$ cat config.mk
export PLATFORM = sky130hd
export DESIGN_NAME = linear_array_controller_flat
export DESIGN_NICKNAME = d
export VERILOG_FILES = /design/src/shared/linear_array_pkg.sv /design/src/shared/linear_array_if.sv /design/src/verilog/linear_array_controller.sv /design/src/verilog/pixel_fifo.sv /design/src/flat_wrapper.sv
export SDC_FILE = /design/constraint.sdc
export NUM_CORES = 1
export LEC_CHECK = 0
export BUFFER_PORTS_ARGS = -buffer_cell sky130_fd_sc_hd__buf_4
export CAP_MARGIN = 20
export CORE_AREA = 2 2 131 133
export CTS_CLUSTER_SIZE = 12
export DETAILED_ROUTE_END_ITERATION = 12
export DIE_AREA = 0 0 133 135
export HOLD_SLACK_MARGIN = 0.1
export PLACE_DENSITY = 0.76
export SYNTH_ARGS = -nofsm -noshare
export SYNTH_HDL_FRONTEND = slang
export SYNTH_SLANG_ARGS = --single-unit
$ cat constraint.sdc
create_clock -name mclk -period 5.2 [get_ports mclk]
set_input_delay 1.04 -clock mclk [delete_from_list [all_inputs] [get_ports mclk]]
set_output_delay 1.04 -clock mclk [all_outputs]
set_load 0.01 [all_outputs]
$ cat src/shared/linear_array_pkg.sv
// constants and types shared by the linear array sensor model and its controller
// Functional notes
// - start captured: hold pixel 1, then reset integrator; the model closes both switches in the same mclk cycle
// - next period: release reset, resample, advance pixel
// - after pixel 64, output high-impedance past edge n+1
// - new start allowed on clock n+1
// - controller keeps start spacing at most 100 ms
// - integration time equals interval between pixel reads
// - integration time at least period times pixels
// - power-up: one start then n+1 flush clocks
// - controller parks clock low while idle
// - controller clock never faster than 5 MHz
// - pixel value held for whole clock period
// - keep clock rate constant during readout; a full fifo stretches a low half of the controller clock
// - start pulse low before next rising edge
package linear_array_pkg;
  // ----------------------------------------------------------------
  // array geometry and timing
  // ----------------------------------------------------------------
  localparam int pixel_count = 64;
  localparam int pixel_width = 8;
  localparam int index_width = 7;
  localparam int mclk_period_ns = 10;
  localparam int max_link_khz = 5000;
  localparam int min_link_period_ns = 1000000 / max_link_khz;
  // half period of the link clock in mclk cycles, rounded up so the link never exceeds 5 MHz
  localparam int link_half_cycles = (min_link_period_ns / 2 + mclk_period_ns - 1) / mclk_period_ns;
  localparam int max_start_spacing_ms = 100;
  localparam int max_start_spacing_cycles = max_start_spacing_ms * 100000;
  localparam logic [index_width-1:0] last_pixel = 7'h40;
  localparam logic [index_width-1:0] idle_index = 7'h00;

  typedef enum logic [1:0] {ctl_flush, ctl_idle, ctl_high, ctl_low} ctl_state_t;
endpackage : linear_array_pkg

$ cat src/shared/linear_array_if.sv
// interface joining the controller and the sensor array end
`timescale 1ns/100ps
interface linear_array_if
  import linear_array_pkg::*;
();
  logic start_pulse;
  logic link_clock;
  logic [pixel_width-1:0] pixel_voltage_out;
  // enable low stands for the released, high-impedance output of the array
  logic pixel_out_en;

  modport array_end (input start_pulse, input link_clock, output pixel_voltage_out,
    output pixel_out_en);
  modport controller_end (output start_pulse, output link_clock, input pixel_voltage_out,
    input pixel_out_en);
endinterface : linear_array_if

$ cat src/verilog/linear_array_controller.sv
// controller that drives start and link clock and collects tagged pixels via a fifo
`timescale 1ns/100ps
module linear_array_controller
  import linear_array_pkg::*;
#(
  parameter int pixels = pixel_count,
  parameter int half_cycles = link_half_cycles,
  parameter int spacing_cycles = max_start_spacing_cycles,
  parameter int fifo_depth = 8
) (
  input wire logic mclk,
  linear_array_if.controller_end link,
  input wire logic reset_n,
  input wire logic scan_request,
  output logic scan_busy,
  output logic ready_for_scan,
  output logic sample_valid,
  input wire logic sample_ready,
  output logic [index_width+pixel_width-1:0] sample_data
);
  localparam int sw = index_width + pixel_width;
  ctl_state_t state, next_state;
  logic [15:0] half_cnt, next_half_cnt;
  logic [index_width:0] clk_cnt, next_clk_cnt;
  logic [31:0] gap_cnt, next_gap_cnt;
  logic next_start, next_lclk, flushed, next_flushed;
  logic [pixel_width-1:0] pix_s1, pix_s2;
  logic en_s1, en_s2;
  logic f_in_valid, f_in_ready, f_out_valid;
  logic [sw-1:0] f_out_data;
  logic next_sample_valid;
  logic [sw-1:0] next_sample_data;
  logic start_now;

  // ----------------------------------------------------------------
  // operation
  // ----------------------------------------------------------------
  // after reset one flush scan clears whatever the array held at power-up;
  // its pixels are never queued, so the reader only sees settled data.
  // each link period is a low half then a high half of half_cycles mclk.
  // the array moves on at the rising edge, so pixel k is read late in the
  // low half that follows edge k, while its value still stands, tagged k.
  // edge n+1 ends every scan; the array releases its output there.
  // a scan starts on request or when the spacing counter runs out,
  // whichever comes first, which bounds integration time from above.
  // a full fifo holds the sequencer in a low half: the link clock
  // stretches and that period integrates longer, but no pixel is lost.

  // ----------------------------------------------------------------
  // half-period test shared by both halves of the link clock, pixel-range test used in the low half
  // ----------------------------------------------------------------
  // true in the last mclk cycle of either half period
  function automatic logic half_done(input logic [15:0] cnt);
    half_done = (cnt == 16'(half_cycles - 1));
  endfunction : half_done

  // true while the count names a real pixel, 1 through pixels
  function automatic logic is_pixel(input logic [index_width:0] cnt);
    is_pixel = (cnt >= 8'h01) && (cnt <= 8'(pixels));
  endfunction : is_pixel

  // ----------------------------------------------------------------
  // pixel input synchroniser
  // ----------------------------------------------------------------
  always_ff @(posedge mclk or negedge reset_n) begin
    if (!reset_n) begin
      pix_s1 <= '0;
      pix_s2 <= '0;
      en_s1 <= 1'b0;
      en_s2 <= 1'b0;
    end else begin
      pix_s1 <= link.pixel_voltage_out;
      pix_s2 <= pix_s1;
      en_s1 <= link.pixel_out_en;
      en_s2 <= en_s1;
    end
  end

  // ----------------------------------------------------------------
  // scan sequencer: flush after reset, then scans on request
  // ----------------------------------------------------------------
  always_comb begin
    next_state = state;
    next_half_cnt = half_cnt;
    next_clk_cnt = clk_cnt;
    next_start = link.start_pulse;
    next_lclk = link.link_clock;
    next_flushed = flushed;
    f_in_valid = 1'b0;
    case (state)
      ctl_idle: begin
        next_lclk = 1'b0;
        // the spacing counter forces a scan before the charge limit
        if (start_now) begin
          next_start = 1'b1;
          next_clk_cnt = '0;
          next_half_cnt = 16'h0;
          next_state = ctl_low;
        end
      end
      ctl_flush, ctl_low: begin
        // fixed half period keeps the rate within 5 MHz, constant unless a full fifo stalls this low half
        if (half_done(half_cnt)) begin
          // pixel k still stands here; the edge that moves the array on comes next
          if (is_pixel(clk_cnt) && flushed) begin
            f_in_valid = en_s2;
          end
          next_half_cnt = 16'h0;
          next_lclk = 1'b1;
          next_state = ctl_high;
        end else begin
          next_half_cnt = half_cnt + 16'h1;
        end
      end
      ctl_high: begin
        // a full pixel period lets the array output settle before capture
        if (half_done(half_cnt)) begin
          next_half_cnt = 16'h0;
          next_lclk = 1'b0;
          next_start = 1'b0;
          next_clk_cnt = clk_cnt + 8'h01;
          // no start before edge n+1, so integration spans a full scan
          if (clk_cnt == 8'(pixels)) begin
            next_flushed = 1'b1;
            next_state = ctl_idle;
          end else begin
            next_state = ctl_low;
          end
        end else begin
          next_half_cnt = half_cnt + 16'h1;
        end
      end
      default: next_state = ctl_idle;
    endcase
  end

  // a full fifo stalls the sequencer so no pixel is dropped
  always_ff @(posedge mclk or negedge reset_n) begin
    if (!reset_n) begin
      state <= ctl_flush;
      half_cnt <= 16'h0;
      clk_cnt <= '0;
      flushed <= 1'b0;
      link.start_pulse <= 1'b1;
      link.link_clock <= 1'b0;
    end else if (!(f_in_valid && !f_in_ready)) begin
      state <= next_state;
      half_cnt <= next_half_cnt;
      clk_cnt <= next_clk_cnt;
      flushed <= next_flushed;
      link.start_pulse <= next_start;
      link.link_clock <= next_lclk;
    end
  end

  // ----------------------------------------------------------------
  // start spacing counter
  // ----------------------------------------------------------------
  // a start in idle, asked for or forced by an empty spacing count
  assign start_now = (state == ctl_idle) && (scan_request || gap_cnt == '0);

  // counts down from each start; it runs on through fifo stalls so the
  // real time between starts stays bounded by the charge limit
  always_comb begin
    next_gap_cnt = (gap_cnt != '0) ? gap_cnt - 32'h1 : gap_cnt;
    if (start_now) begin
      next_gap_cnt = 32'(spacing_cycles);
    end
  end

  // the flush start at reset opens the first spacing interval
  always_ff @(posedge mclk or negedge reset_n) begin
    if (!reset_n) begin
      gap_cnt <= 32'(spacing_cycles);
    end else begin
      gap_cnt <= next_gap_cnt;
    end
  end

  // ----------------------------------------------------------------
  // pixel queue
  // ----------------------------------------------------------------
  // eight entries ride out a slow reader before the link must stretch
  pixel_fifo #(.width(sw), .depth(fifo_depth)) fifo_i (
    .mclk(mclk),
    .reset_n(reset_n),
    .in_valid(f_in_valid),
    .in_ready(f_in_ready),
    .in_data({clk_cnt[index_width-1:0], pix_s2}),
    .out_valid(f_out_valid),
    .out_ready(!sample_valid || sample_ready),
    .out_data(f_out_data)
  );

  // ----------------------------------------------------------------
  // output register stage
  // ----------------------------------------------------------------
  // takes a new word whenever it is empty or being read
  always_comb begin
    next_sample_valid = sample_valid;
    next_sample_data = sample_data;
    if (!sample_valid || sample_ready) begin
      next_sample_valid = f_out_valid;
      next_sample_data = f_out_valid ? f_out_data : sample_data;
    end
  end

  always_ff @(posedge mclk or negedge reset_n) begin
    if (!reset_n) begin
      sample_valid <= 1'b0;
      sample_data <= '0;
      scan_busy <= 1'b1;
      ready_for_scan <= 1'b0;
    end else begin
      sample_valid <= next_sample_valid;
      sample_data <= next_sample_data;
      scan_busy <= (next_state != ctl_idle);
      ready_for_scan <= (next_state == ctl_idle) && next_flushed;
    end
  end
endmodule : linear_array_controller

$ cat src/verilog/pixel_fifo.sv
// parameterised flip-flop fifo with valid and ready on both sides
`timescale 1ns/100ps
module pixel_fifo #(
  parameter int width = 15,
  parameter int depth = 8
) (
  input wire logic mclk,
  input wire logic reset_n,
  input wire logic in_valid,
  output logic in_ready,
  input wire logic [width-1:0] in_data,
  output logic out_valid,
  input wire logic out_ready,
  output logic [width-1:0] out_data
);
  localparam int aw = $clog2(depth);
  logic [width-1:0] mem [depth];
  logic [aw-1:0] wr_ptr, rd_ptr, next_wr_ptr, next_rd_ptr;
  logic [aw:0] fill, next_fill;
  logic push, pop;

  // ----------------------------------------------------------------
  // pointer arithmetic
  // ----------------------------------------------------------------
  function automatic logic [aw-1:0] bump(input logic [aw-1:0] p);
    bump = (p == aw'(depth - 1)) ? '0 : p + 1'b1;
  endfunction : bump

  assign in_ready = (fill != (aw+1)'(depth));
  assign out_valid = (fill != '0);
  assign out_data = mem[rd_ptr];
  assign push = in_valid && in_ready;
  assign pop = out_valid && out_ready;

  // next pointers and fill level
  always_comb begin
    next_wr_ptr = push ? bump(wr_ptr) : wr_ptr;
    next_rd_ptr = pop ? bump(rd_ptr) : rd_ptr;
    next_fill = fill + (aw+1)'(push) - (aw+1)'(pop);
  end

  always_ff @(posedge mclk or negedge reset_n) begin
    if (!reset_n) begin
      wr_ptr <= '0;
      rd_ptr <= '0;
      fill <= '0;
    end else begin
      wr_ptr <= next_wr_ptr;
      rd_ptr <= next_rd_ptr;
      fill <= next_fill;
    end
  end

  // storage has no reset; only written slots are ever read
  always_ff @(posedge mclk) begin
    if (push) begin
      mem[wr_ptr] <= in_data;
    end
  end
endmodule : pixel_fifo
$ cat src/flat_wrapper.sv
// flat-port wrapper written by rule: the top's interface ports become plain ports
module linear_array_controller_flat import linear_array_pkg::*;
#(
  parameter int pixels = pixel_count,
  parameter int half_cycles = link_half_cycles,
  parameter int spacing_cycles = max_start_spacing_cycles,
  parameter int fifo_depth = 8
)
  (mclk, reset_n, scan_request, scan_busy, ready_for_scan, sample_valid, sample_ready, sample_data, link_start_pulse, link_link_clock, link_pixel_voltage_out, link_pixel_out_en);
  linear_array_if link_i ();
  input wire logic mclk;
  input wire logic reset_n;
  input wire logic scan_request;
  output logic scan_busy;
  output logic ready_for_scan;
  output logic sample_valid;
  input wire logic sample_ready;
  output logic [index_width+pixel_width-1:0] sample_data;
  output wire logic [$bits(link_i.start_pulse)-1:0] link_start_pulse;
  output wire logic [$bits(link_i.link_clock)-1:0] link_link_clock;
  input wire logic [$bits(link_i.pixel_voltage_out)-1:0] link_pixel_voltage_out;
  input wire logic [$bits(link_i.pixel_out_en)-1:0] link_pixel_out_en;
  assign link_start_pulse = link_i.start_pulse;
  assign link_link_clock = link_i.link_clock;
  assign link_i.pixel_voltage_out = link_pixel_voltage_out;
  assign link_i.pixel_out_en = link_pixel_out_en;
  linear_array_controller #(.pixels(pixels), .half_cycles(half_cycles), .spacing_cycles(spacing_cycles), .fifo_depth(fifo_depth)) u_core (.mclk(mclk), .link(link_i), .reset_n(reset_n), .scan_request(scan_request), .scan_busy(scan_busy), .ready_for_scan(ready_for_scan), .sample_valid(sample_valid), .sample_ready(sample_ready), .sample_data(sample_data));
endmodule
; ---- Yosys cells after proc, flatten, opt, wreduce, memory -nomap -nowiden
; Memory sizes are Yosys's and may differ from the RTL's. A register that Yosys moved wholly into a read port is not among the register bits.
; Index checks and enable logic that the tools add are counted.
[word_totals]
register_bits = 92
mem_bits_rw = 120
inputBits = 13
mem_count = 1
[classes]
add_sub_neg = 7
magnitude_cmp = 2
n_eq_ne = 13
mux = 28
n_bitwise = 1
reduce_logical = 24
[memory_table]
columns = name, depth, width, rd, rd_ports_with_merged_regs, wr, line
row1 = u_core.fifo_i.mem, 8, 15, 1, 1, 1, pixel_fifo.sv:17  ; logic [width-1:0] mem [depth];
[ops]
columns = op, count
row1 = two-way mux 32 bit, 2
row2 = zero test 32 bit, 1
row3 = two-way mux 16 bit, 2
row4 = one-hot mux 16 bit (2 select lines), 1
row5 = nonzero test 32 bit, 1
row6 = subtractor 32 x 1 -> 32 bit (second input constant), 1
row7 = adder 16 x 1 -> 16 bit (second input constant), 1
row8 = == test 16 x 4 -> 1 bit (second input constant), 1
row9 = two-way mux 8 bit, 2
row10 = one-hot mux 8 bit (2 select lines), 1
row11 = two-way mux 1 bit, 11
row12 = adder 8 x 1 -> 8 bit (second input constant), 1
row13 = == test 8 x 7 -> 1 bit (second input constant), 1
row14 = greater-or-equal comparator 8 x 1 -> 1 bit (second input constant), 1
row15 = <= comparator 8 x 7 -> 1 bit (second input constant), 1
row16 = two-way mux 2 bit, 4
row17 = inequality test 2 x 1 -> 1 bit (second input constant), 4
row18 = logical AND 1 bit, 7
row19 = adder 3 x 1 -> 3 bit (second input constant), 2
row20 = == test 3 bit (second input constant), 2
row21 = two-way mux 3 bit, 2
row22 = one-hot mux 2 bit (3 select lines), 1
row23 = adder 4 x 1 -> 4 bit, 1
row24 = == test 2 x 1 -> 1 bit (second input constant), 2
row25 = other kinds (16), 22

; ---- Longest topological paths before layout
; Gate-level depths: netlist of the first run.
[logic_depth]
ltp_word = 9
ltp_mapped = 12
depth_no_buf = 11

; ---- Hierarchy
; A second synthesis of the first run with hierarchy kept.
[hier_totals]
cells_unflattened = 685
area_unflattened_um2 = 9959.6
[modules_own_cells]
columns = module, n_inst, cells_each, area_per_inst_um2, seq_area_each_um2
row1 = pixel_fifo, 1, 230, 5217.5, 3853.7
row2 = linear_array_controller, 1, 455, 4742.0, 2439.8

; ---- Least setup slack after synthesis of the first run
; Ideal clock, no wire load.
[synth_timing]
path_type = reg-to-reg
from = reg u_core.clk_cnt[0]
to = mem u_core.fifo_i.mem[1][0] (enable)
setup_ns = 0.406
t_arrival_ns = 3.191
required_ns = 4.794
slack_ns = 1.603
path_stages_with_launch = 9
path_buffers = 1
period_less_slack_ns = 3.597
path_cell_list = dfrtp_1 inv_1 ha_1 nor4b_1 a21oi_1 or4b_1 clkbuf_1 or2_2 nor3_1
[synth_via]
elab_chain_len = 9
elab_cells_between_ends = 10
[synth_lines]
columns = item, line
row1 = "start, declared", linear_array_controller.sv:24  ; logic [index_width:0] clk_cnt, next_clk_cnt;
row2 = "start signal, assigned", linear_array_controller.sv:149  ; clk_cnt <= next_clk_cnt;
row3 = greater-or-equal comparator 8 x 1 -> 1 bit or <= comparator 8 x 7 -> 1 bit (tied branches), linear_array_controller.sv:59  ; is_pixel = (cnt >= 8'h01) && (cnt <= 8'(pixels));
row4 = logical AND 1 bit *, linear_array_controller.sv:59
row5 = logical AND 1 bit *, linear_array_controller.sv:105  ; if (is_pixel(clk_cnt) && flushed) begin
row6 = two-way mux 1 bit *, linear_array_controller.sv:105
row7 = two-way mux 1 bit *, linear_array_controller.sv:103  ; if (half_done(half_cnt)) begin
row8 = two-way mux 1 bit *, linear_array_controller.sv:90  ; case (state)
row9 = logical AND 1 bit *, pixel_fifo.sv:32  ; assign push = in_valid && in_ready;
row10 = two-way mux 1 bit *, pixel_fifo.sv:56  ; if (push) begin
row11 = two-way mux 1 bit (implied by the code) *, pixel_fifo.sv:57  ; mem[wr_ptr] <= in_data;
row12 = "end, declared", pixel_fifo.sv:17
; Mark *: on every way between the ends. The rest lies on a longest branch, timed or not.

; ---- Worst setup path after layout of the first run
[layout_timing]
from = reg u_core.clk_cnt[0]
to = reg u_core.fifo_i.fill[2]
[layout_via]
elab_chain_len = 9
elab_cells_between_ends = 10
[layout_lines]
columns = item, line
row1 = greater-or-equal comparator 8 x 1 -> 1 bit or <= comparator 8 x 7 -> 1 bit (tied branches), linear_array_controller.sv:59
row2 = logical AND 1 bit *, linear_array_controller.sv:59
row3 = logical AND 1 bit *, linear_array_controller.sv:105
row4 = two-way mux 1 bit *, linear_array_controller.sv:105
row5 = two-way mux 1 bit *, linear_array_controller.sv:103
row6 = two-way mux 1 bit *, linear_array_controller.sv:90
row7 = logical AND 1 bit *, pixel_fifo.sv:32
row8 = adder 4 x 1 -> 4 bit *, pixel_fifo.sv:39  ; next_fill = fill + (aw+1)'(push) - (aw+1)'(pop);
row9 = subtractor 4 x 1 -> 4 bit *, pixel_fifo.sv:39
row10 = named net u_core.fifo_i.next_fill[2], pixel_fifo.sv:19  ; logic [aw:0] fill, next_fill;
row11 = "end signal, assigned", pixel_fifo.sv:50  ; fill <= next_fill;
row12 = "end, declared", pixel_fifo.sv:19
; Mark *: on every way through the listed nets, which the timed path passes. The rest lies on a longest branch.
; A chain may end at the register's enable or synchronous reset.

==> impl_metrics.json, run 1 <==
{
  "ys_seq_elements": 227,
  "drc": 0,
  "worst_ep_required_time_ns": 5.59,
  "r2r_end": "u_core.fifo_i.fill[2]$_DFF_PN0_",
  "cp-end-kind": "flop",
  "rsz0062_at_grt": "no",
  "layout_setup_ws_ns": 1.86,
  "syn-instance-count": 701,
  "p_leak_uw": 0.00415,
  "firstDrtPassIters": 5,
  "critPathTopFamily": "adder cells",
  "slew_headroom_pct": 32.5,
  "crit_path_start": "u_core.clk_cnt[0]$_DFFE_PN0P_",
  "hold_ws_ns": 0.347,
  "wl_per_cell_um": 19.2,
  "cpMaxStageDelayCell": "or4b_1",
  "synth_edf_count": 120,
  "yosys_most_used_dff": "edfxtp_1",
  "min_to": "u_core.pix_s2[1]$_DFF_PN0_",
  "syn-mean-instance-area_sq_um": 13.8,
  "cts_root_buffer": "clkbuf_16",
  "worstHoldPathCells": 0,
  "ys_types": 61,
  "worstHoldPathType": "reg2reg",
  "setup_viol": 0,
  "die_area_sq_um": 18000,
  "antenna_cells": 0,
  "cts.clk_slew.worst_paths_ns": 0.06,
  "synthArstFlopShare_pct": 47.1,
  "coreArea_sq_um": 16400,
  "cts_made_buffers": 24,
  "critical_path_class": "reg2reg",
  "io_pins": 33,
  "dieWidth_um": 133,
  "timing.rr.start": "u_core.clk_cnt[0]$_DFFE_PN0P_",
  "hpwl_mm": 11.7,
  "peakVddDrop_mv": 0.286,
  "skew_ns": 0.0181,
  "grt_pass1_wl_mm": 31.1,
  "final_cells": 976,
  "period_needed_ns": 3.34,
  "placedCellCount": 928,
  "grt-ovfl-total": 0,
  "yosysSeqAreaShare_pct": 64.9,
  "ctsResizeCount": 0,
  "syn_to_final_growth_pct": 13.1,
  "drive_gt1_share_pct": 18.1,
  "routed_via_density": 6.09,
  "multi_input_area_sq_um": 3210,
  "regArea_sq_um": 6290,
  "r2r_setup_slack_ns": 1.86,
  "ctsHoldBuffers": 0,
  "fin_tns_setup_ns": 0,
  "nets": 773,
  "cts_tree": "built",
  "h-tree-depth": 1,
  "cp.arrival_ns": 3.73,
  "cpMostUsedCell": "ha_1",
  "grt_start_max_net_pins": 69,
  "fillers": 1114,
  "maxCapViolCount": 0,
  "ant_nets": 0,
  "worst_setup_path_start_kind": "flop",
  "fmax_mhz": 299,
  "wl_mm": 18.8,
  "rr_worst_depth": 10,
  "grt_pass1_vias": 6017,
  "critical_path_buf_inv_count": 2,
  "power_density_nw_per_um2": 471,
  "num_rows": 47,
  "final_cell_mix": "120 x edfxtp_1, 96 x dfrtp_1, 60 x nor2_1",
  "yosys_warnings": 0,
  "place.gp.congestion": 0.897,
  "worst_skew_pair.late_latency_ns": 0.51,
  "worstHoldStart": "u_core.pix_s1[1]$_DFF_PN0_",
  "netlist_area_sq_um": 9690,
  "outcome": "finished, final reports clean",
  "clock_sinks": 227,
  "synth_fp_nets": 736,
  "die_h_um": 135,
  "cp_slowest_stage_delay_ns": 0.66,
  "critPathMaxFanout": 15,
  "maxSlewViolCount": 0,
  "first_iter_violations": 554,
  "tightest_slew_ns": 1.01,
  "finalCritPeriodShare_pct": 64.3,
  "pre_cts_slack_ns": 1.45,
  "max-clock-path-buffers": 3,
  "numPortBuffers": 32,
  "vias": 5942,
  "post_cts_buffers": 0,
  "antenna_found_initial": 0,
  "grt_use_total_pct": 21.9,
  "final_common_cell": "edfxtp_1",
  "crit_chain": "inv_1, ha_1, nor4b_1, a21oi_1, or4b_1, ha_1, inv_1, ha_1, fa_1, xor2_1",
  "hold_viol": 0,
  "initial_utilization_pct": 59.1
}
==> power by group <==
part           internal [uW]  leakage (uW)  switching (uW)  total, uW
registers               2080       0.00241             194       2270
logic                    624       0.00137             664       1290
clock network            947      0.000370             652       1600
==> layer usage <==
layer  vias up  part of all wire (%)  GRT usage [%]
li1       2723                     -              -
met1      2988                    43           29.8
met2       200                    50           37.8
met3        31                   4.8           2.85
met4         0                   1.7           5.68
met5         -                     0              0
==> Yosys cell counts (2+ instances only) <==
master     instances  area, sq um
edfxtp_1         120         3600
dfrtp_1           97         2430
nor2_1            60          225
a21oi_1           39          195
o21ai_0           33          165
mux4_2            30          676
nand2_1           29          109
nand3_1           27          135
clkbuf_1          22         82.6
ha_1              21          263
nor3_1            20          100
xnor2_1           19          166
inv_1             17         63.8
mux2i_1           15          150
nor4_1            15         93.8
nand4_1           12         75.1
or3_1             12         75.1
dfstp_2           10          263
and3_1             8         50.1
buf_2              7         35.0
nand2b_1           7         43.8
a21o_1             5         37.5
xor2_1             5         43.8
and4b_1            4         40.0
buf_1              4         15.0
mux2_2             4         45.0
or4_1              4         30.0
a31oi_1            3         18.8
and4_1             3         26.3
nand3b_1           3         22.5
nor2b_1            3         18.8
nor4b_1            3         26.3
o31ai_1            3         22.5
or2_2              3         18.8
a2111oi_0          2         17.5
a211oi_1           2         15.0
a22o_1             2         17.5
and4bb_2           2         25.0
nor3b_1            2         15.0
o211ai_1           2         15.0
o311ai_0           2         17.5
==> final cells by class <==
cell class                      instances  area share (%)
Tap cell                              220            2.51
Multi-Input combinational cell        423            29.3
Inverter                               17           0.582
Clock inverter                          4           0.274
Clock buffer                           40            6.61
Sequential cell                       227            57.5
Timing Repair Buffer                   45            3.30
==> logic make-up (layout without fill, tap and decap cells) <==
kind of cell / after synthesis / in the layout / synth area share, %
buf+inv: 51 / 106 / 2.10
compound gates: 105 / 105 / 6.61
fa+ha+maj: 22 / 22 / 2.92
mux: 49 / 49 / 8.99
flops: 227 / 227 / 64.9
simple gates: 223 / 223 / 12.3
xor+xnor: 24 / 24 / 2.17
==> state kept, by name, summed over array words and instances, names as in the netlist, 4 cells and up <==
name / flops
u_core.fifo_i.mem: 120
u_core.gap_cnt: 32
u_core.half_cnt: 16
u_core.sample_data: 15
u_core.clk_cnt: 8
u_core.pix_s1: 8
u_core.pix_s2: 8
u_core.fifo_i.fill: 4
==> through the flow <==
step / power, uW / utilization, % / area (sq um)
6_report: 5160 / 66.8 / 11000
5_1_grt: 5430 / 66.8 / 11000
4_1_cts: 5180 / 66.5 / 10900
3_5_place_dp: 3570 / 61.9 / 10200
3_3_place_gp: 3520 / 61.8 / 10100
2_1_floorplan: 3200 / - / 9690
==> worst max path at each step <==
| stage | to | cells past startpoint | slack, ns |
|---|---|---|---|
| 6_report | u_core.fifo_i.fill[2]$_DFF_PN0_ | 10 | 1.86 |
| 5_1_grt | u_core.fifo_i.fill[2]$_DFF_PN0_ | 10 | 1.62 |
| 4_1_cts | u_core.fifo_i.mem[1][9]$_DFFE_PP_ | 7 | 1.39 |
| 3_5_place_dp | u_core.fifo_i.mem[1][3]$_DFFE_PP_ | 7 | 1.45 |
| 3_3_place_gp | u_core.fifo_i.mem[1][2]$_DFFE_PP_ | 7 | 1.64 |
| 2_1_floorplan | u_core.fifo_i.mem[1][0]$_DFFE_PP_ | 8 | 1.60 |
==> worst register-to-register path, delay by kind of cell, from the launching register on <==
family                   cells  cell delay, ns
adder cells (fa/ha/maj)      4            1.10
AND/OR/NAND/NOR              2            0.99
flip-flops                   1            0.56
buffers and inverters        2            0.24
XOR/XNOR                     1            0.17
AO/OA/AOI/OAI                1            0.16
No activity file was read; power rests on OpenSTA's default activity.
==> inputs of run 2 (changes only) <==
==> constraint.sdc (replaced) <==
create_clock -name mclk -period 3.1 [get_ports mclk]
set_input_delay 0.62 -clock mclk [delete_from_list [all_inputs] [get_ports mclk]]
set_output_delay 0.62 -clock mclk [all_outputs]
set_load 0.01 [all_outputs]
==> impl_metrics.json, run 2 (same netlist as run 1, synthesis figures left out) <==
{
  "final_cell_mix": "120 x edfxtp_1, 95 x dfrtp_1, 60 x nor2_1",
  "largest_reg_flops": 120,
  "max-clock-path-buffers": 3,
  "p_leak_uw": 0.00419,
  "drive_gt1_share_pct": 18.9,
  "total_power_uw": 8540,
  "worstHoldPathCells": 1,
  "cts_tree": "built",
  "r2r_setup_slack_ns": 0.15,
  "first_iter_violations": 580,
  "fmax_mhz": 339,
  "vias": 5985,
  "skew_ns": 0.00959,
  "dieWidth_um": 133,
  "cts_made_buffers": 23,
  "grt-ovfl-total": 0,
  "critical_path_buf_inv_count": 3,
  "wl_mm": 18.9,
  "cp_slowest_stage_delay_ns": 0.63,
  "num_rows": 47,
  "io_pins": 33,
  "critPathTopFamily": "simple AND/OR/NAND/NOR gates",
  "finalCritPeriodShare_pct": 95.1,
  "grt_use_total_pct": 22.0,
  "maxSlewViolCount": 0,
  "clock_sinks": 227,
  "worst_setup_path_start_kind": "flop",
  "r2r_end": "u_core.fifo_i.mem[1][7]$_DFFE_PP_",
  "rsz0062_at_grt": "no",
  "grt_pass1_wl_mm": 31.0,
  "initial_utilization_pct": 59.1,
  "cts.clk_slew.worst_paths_ns": 0.06,
  "worstHoldPathType": "in2reg",
  "cp-end-kind": "flop",
  "critPathMaxFanout": 15,
  "firstDrtPassIters": 5,
  "timing.rr.start": "u_core.half_cnt[1]$_DFFE_PN0P_",
  "tightest_slew_ns": 0.618,
  "syn_to_final_growth_pct": 14.0,
  "place.gp.congestion": 0.872,
  "worstHoldStart": "link_pixel_voltage_out[6]",
  "cp.arrival_ns": 3.16,
  "ant_nets": 0,
  "final_common_cell": "edfxtp_1",
  "maxCapViolCount": 0,
  "fillers": 1100,
  "die_area_sq_um": 18000,
  "nets": 786,
  "coreArea_sq_um": 16400,
  "grt_start_max_net_pins": 44,
  "slew_headroom_pct": 58.8,
  "grt_pass1_vias": 5872,
  "h-tree-depth": 1,
  "rr_worst_depth": 9,
  "antenna_cells": 0,
  "drc": 0,
  "regMostFlops": "u_core.fifo_i.mem",
  "period_needed_ns": 2.95,
  "numPortBuffers": 32,
  "hpwl_mm": 12.0,
  "die_h_um": 135,
  "outcome": "finished, final reports clean",
  "wl_per_cell_um": 19.1,
  "worst_skew_pair.late_latency_ns": 0.50,
  "post_cts_buffers": 0,
  "power_density_nw_per_um2": 773,
  "reg_top3": "u_core.fifo_i.mem (120), u_core.gap_cnt (32), u_core.half_cnt (16)",
  "antenna_found_initial": 0,
  "cts_root_buffer": "clkbuf_16",
  "worst_ep_required_time_ns": 3.31,
  "fin_tns_setup_ns": 0,
  "routed_via_density": 6.06,
  "setup_viol": 0,
  "hold_viol": 0,
  "min_to": "u_core.pix_s1[6]$_DFF_PN0_",
  "peakVddDrop_mv": 0.628,
  "critical_path_class": "reg2reg",
  "cpMaxStageDelayCell": "or4b_1",
  "crit_chain": "inv_1, ha_1, and4bb_2, nand4_1, or4b_1, buf_4, or2_2, nor3_2, buf_12"
}
[run 2: changes by cell type in the layout (fill, tap and decap cells not counted), moves of 2 or more]
cell,delta
buf_12,+5
buf_4,+11
buf_6,-3
clkbuf_1,+5
clkbuf_8,-3
clkinv_2,-2
[run 2: power breakdown]
part,switching (uW),internal (uW),total (uW)
logic,1220,1060,2280
registers,262,3480,3740
clock network,1070,1460,2520
total,2550,6000,8540
[run 2: timing repair]
| item | CTS | global route |
|---|---|---|
| hold buffers | 1 | 0 |
| resized for setup | 0 | 2 |
| setup endpoints to repair | 0 | 61 |
| hold endpoints to repair | 20 | 0 |
[run 2: final cells by class]
| class | count | area [sq um] | share of cell area, % |
|---|---|---|---|
| Multi-Input combinational cell | 423 | 3210 | 29.1 |
| Sequential cell | 227 | 6300 | 57.0 |
| Tap cell | 220 | 275 | 2.49 |
| Clock buffer | 40 | 669 | 6.06 |
| Inverter | 17 | 63.8 | 0.578 |
| Clock inverter | 1 | 8.76 | 0.0793 |
| Timing Repair Buffer | 59 | 520 | 4.71 |
[run 2: how the worst max path moves through the flow]
stage,startpoint,endpoint,cells after the start
finish,u_core.half_cnt[1]$_DFFE_PN0P_,u_core.fifo_i.mem[1][7]$_DFFE_PP_,9
global route,u_core.state[0]$_DFFE_PN0N_,u_core.fifo_i.fill[3]$_DFF_PN0_,11
CTS,u_core.clk_cnt[1]$_DFFE_PN0P_,u_core.fifo_i.mem[1][5]$_DFFE_PP_,9
detailed placement,u_core.clk_cnt[1]$_DFFE_PN0P_,u_core.fifo_i.mem[1][4]$_DFFE_PP_,9
global placement,u_core.clk_cnt[1]$_DFFE_PN0P_,u_core.fifo_i.fill[2]$_DFF_PN0_,10
floorplan,u_core.clk_cnt[0]$_DFFE_PN0P_,u_core.fifo_i.mem[7][0]$_DFFE_PP_,8
[run 2: routing by layer]
layer  vias to the layer above  global-route usage, %  wire (um)
met5                         -                      0          0
met4                         0                   5.85        456
met3                        40                   3.12       1020
met2                       215                   38.0       9470
met1                      2988                   29.9       7910
li1                       2742                      -          -
[run 2: through the flow]
step                      hold slack [ns]  instances  util [%]  setup WS (ns)  cell area [sq um]
after detailed placement            0.336        945      63.1          0.160              10400
final                               0.220        987      67.3          0.151              11000
after global routing                0.201        987      67.3        0.00640              11000
after CTS                           0.198        987      67.3         0.0837              11000
after global placement              0.331        945      63.1          0.251              10400
after floorplan                     0.324        701         -        -0.0928               9700
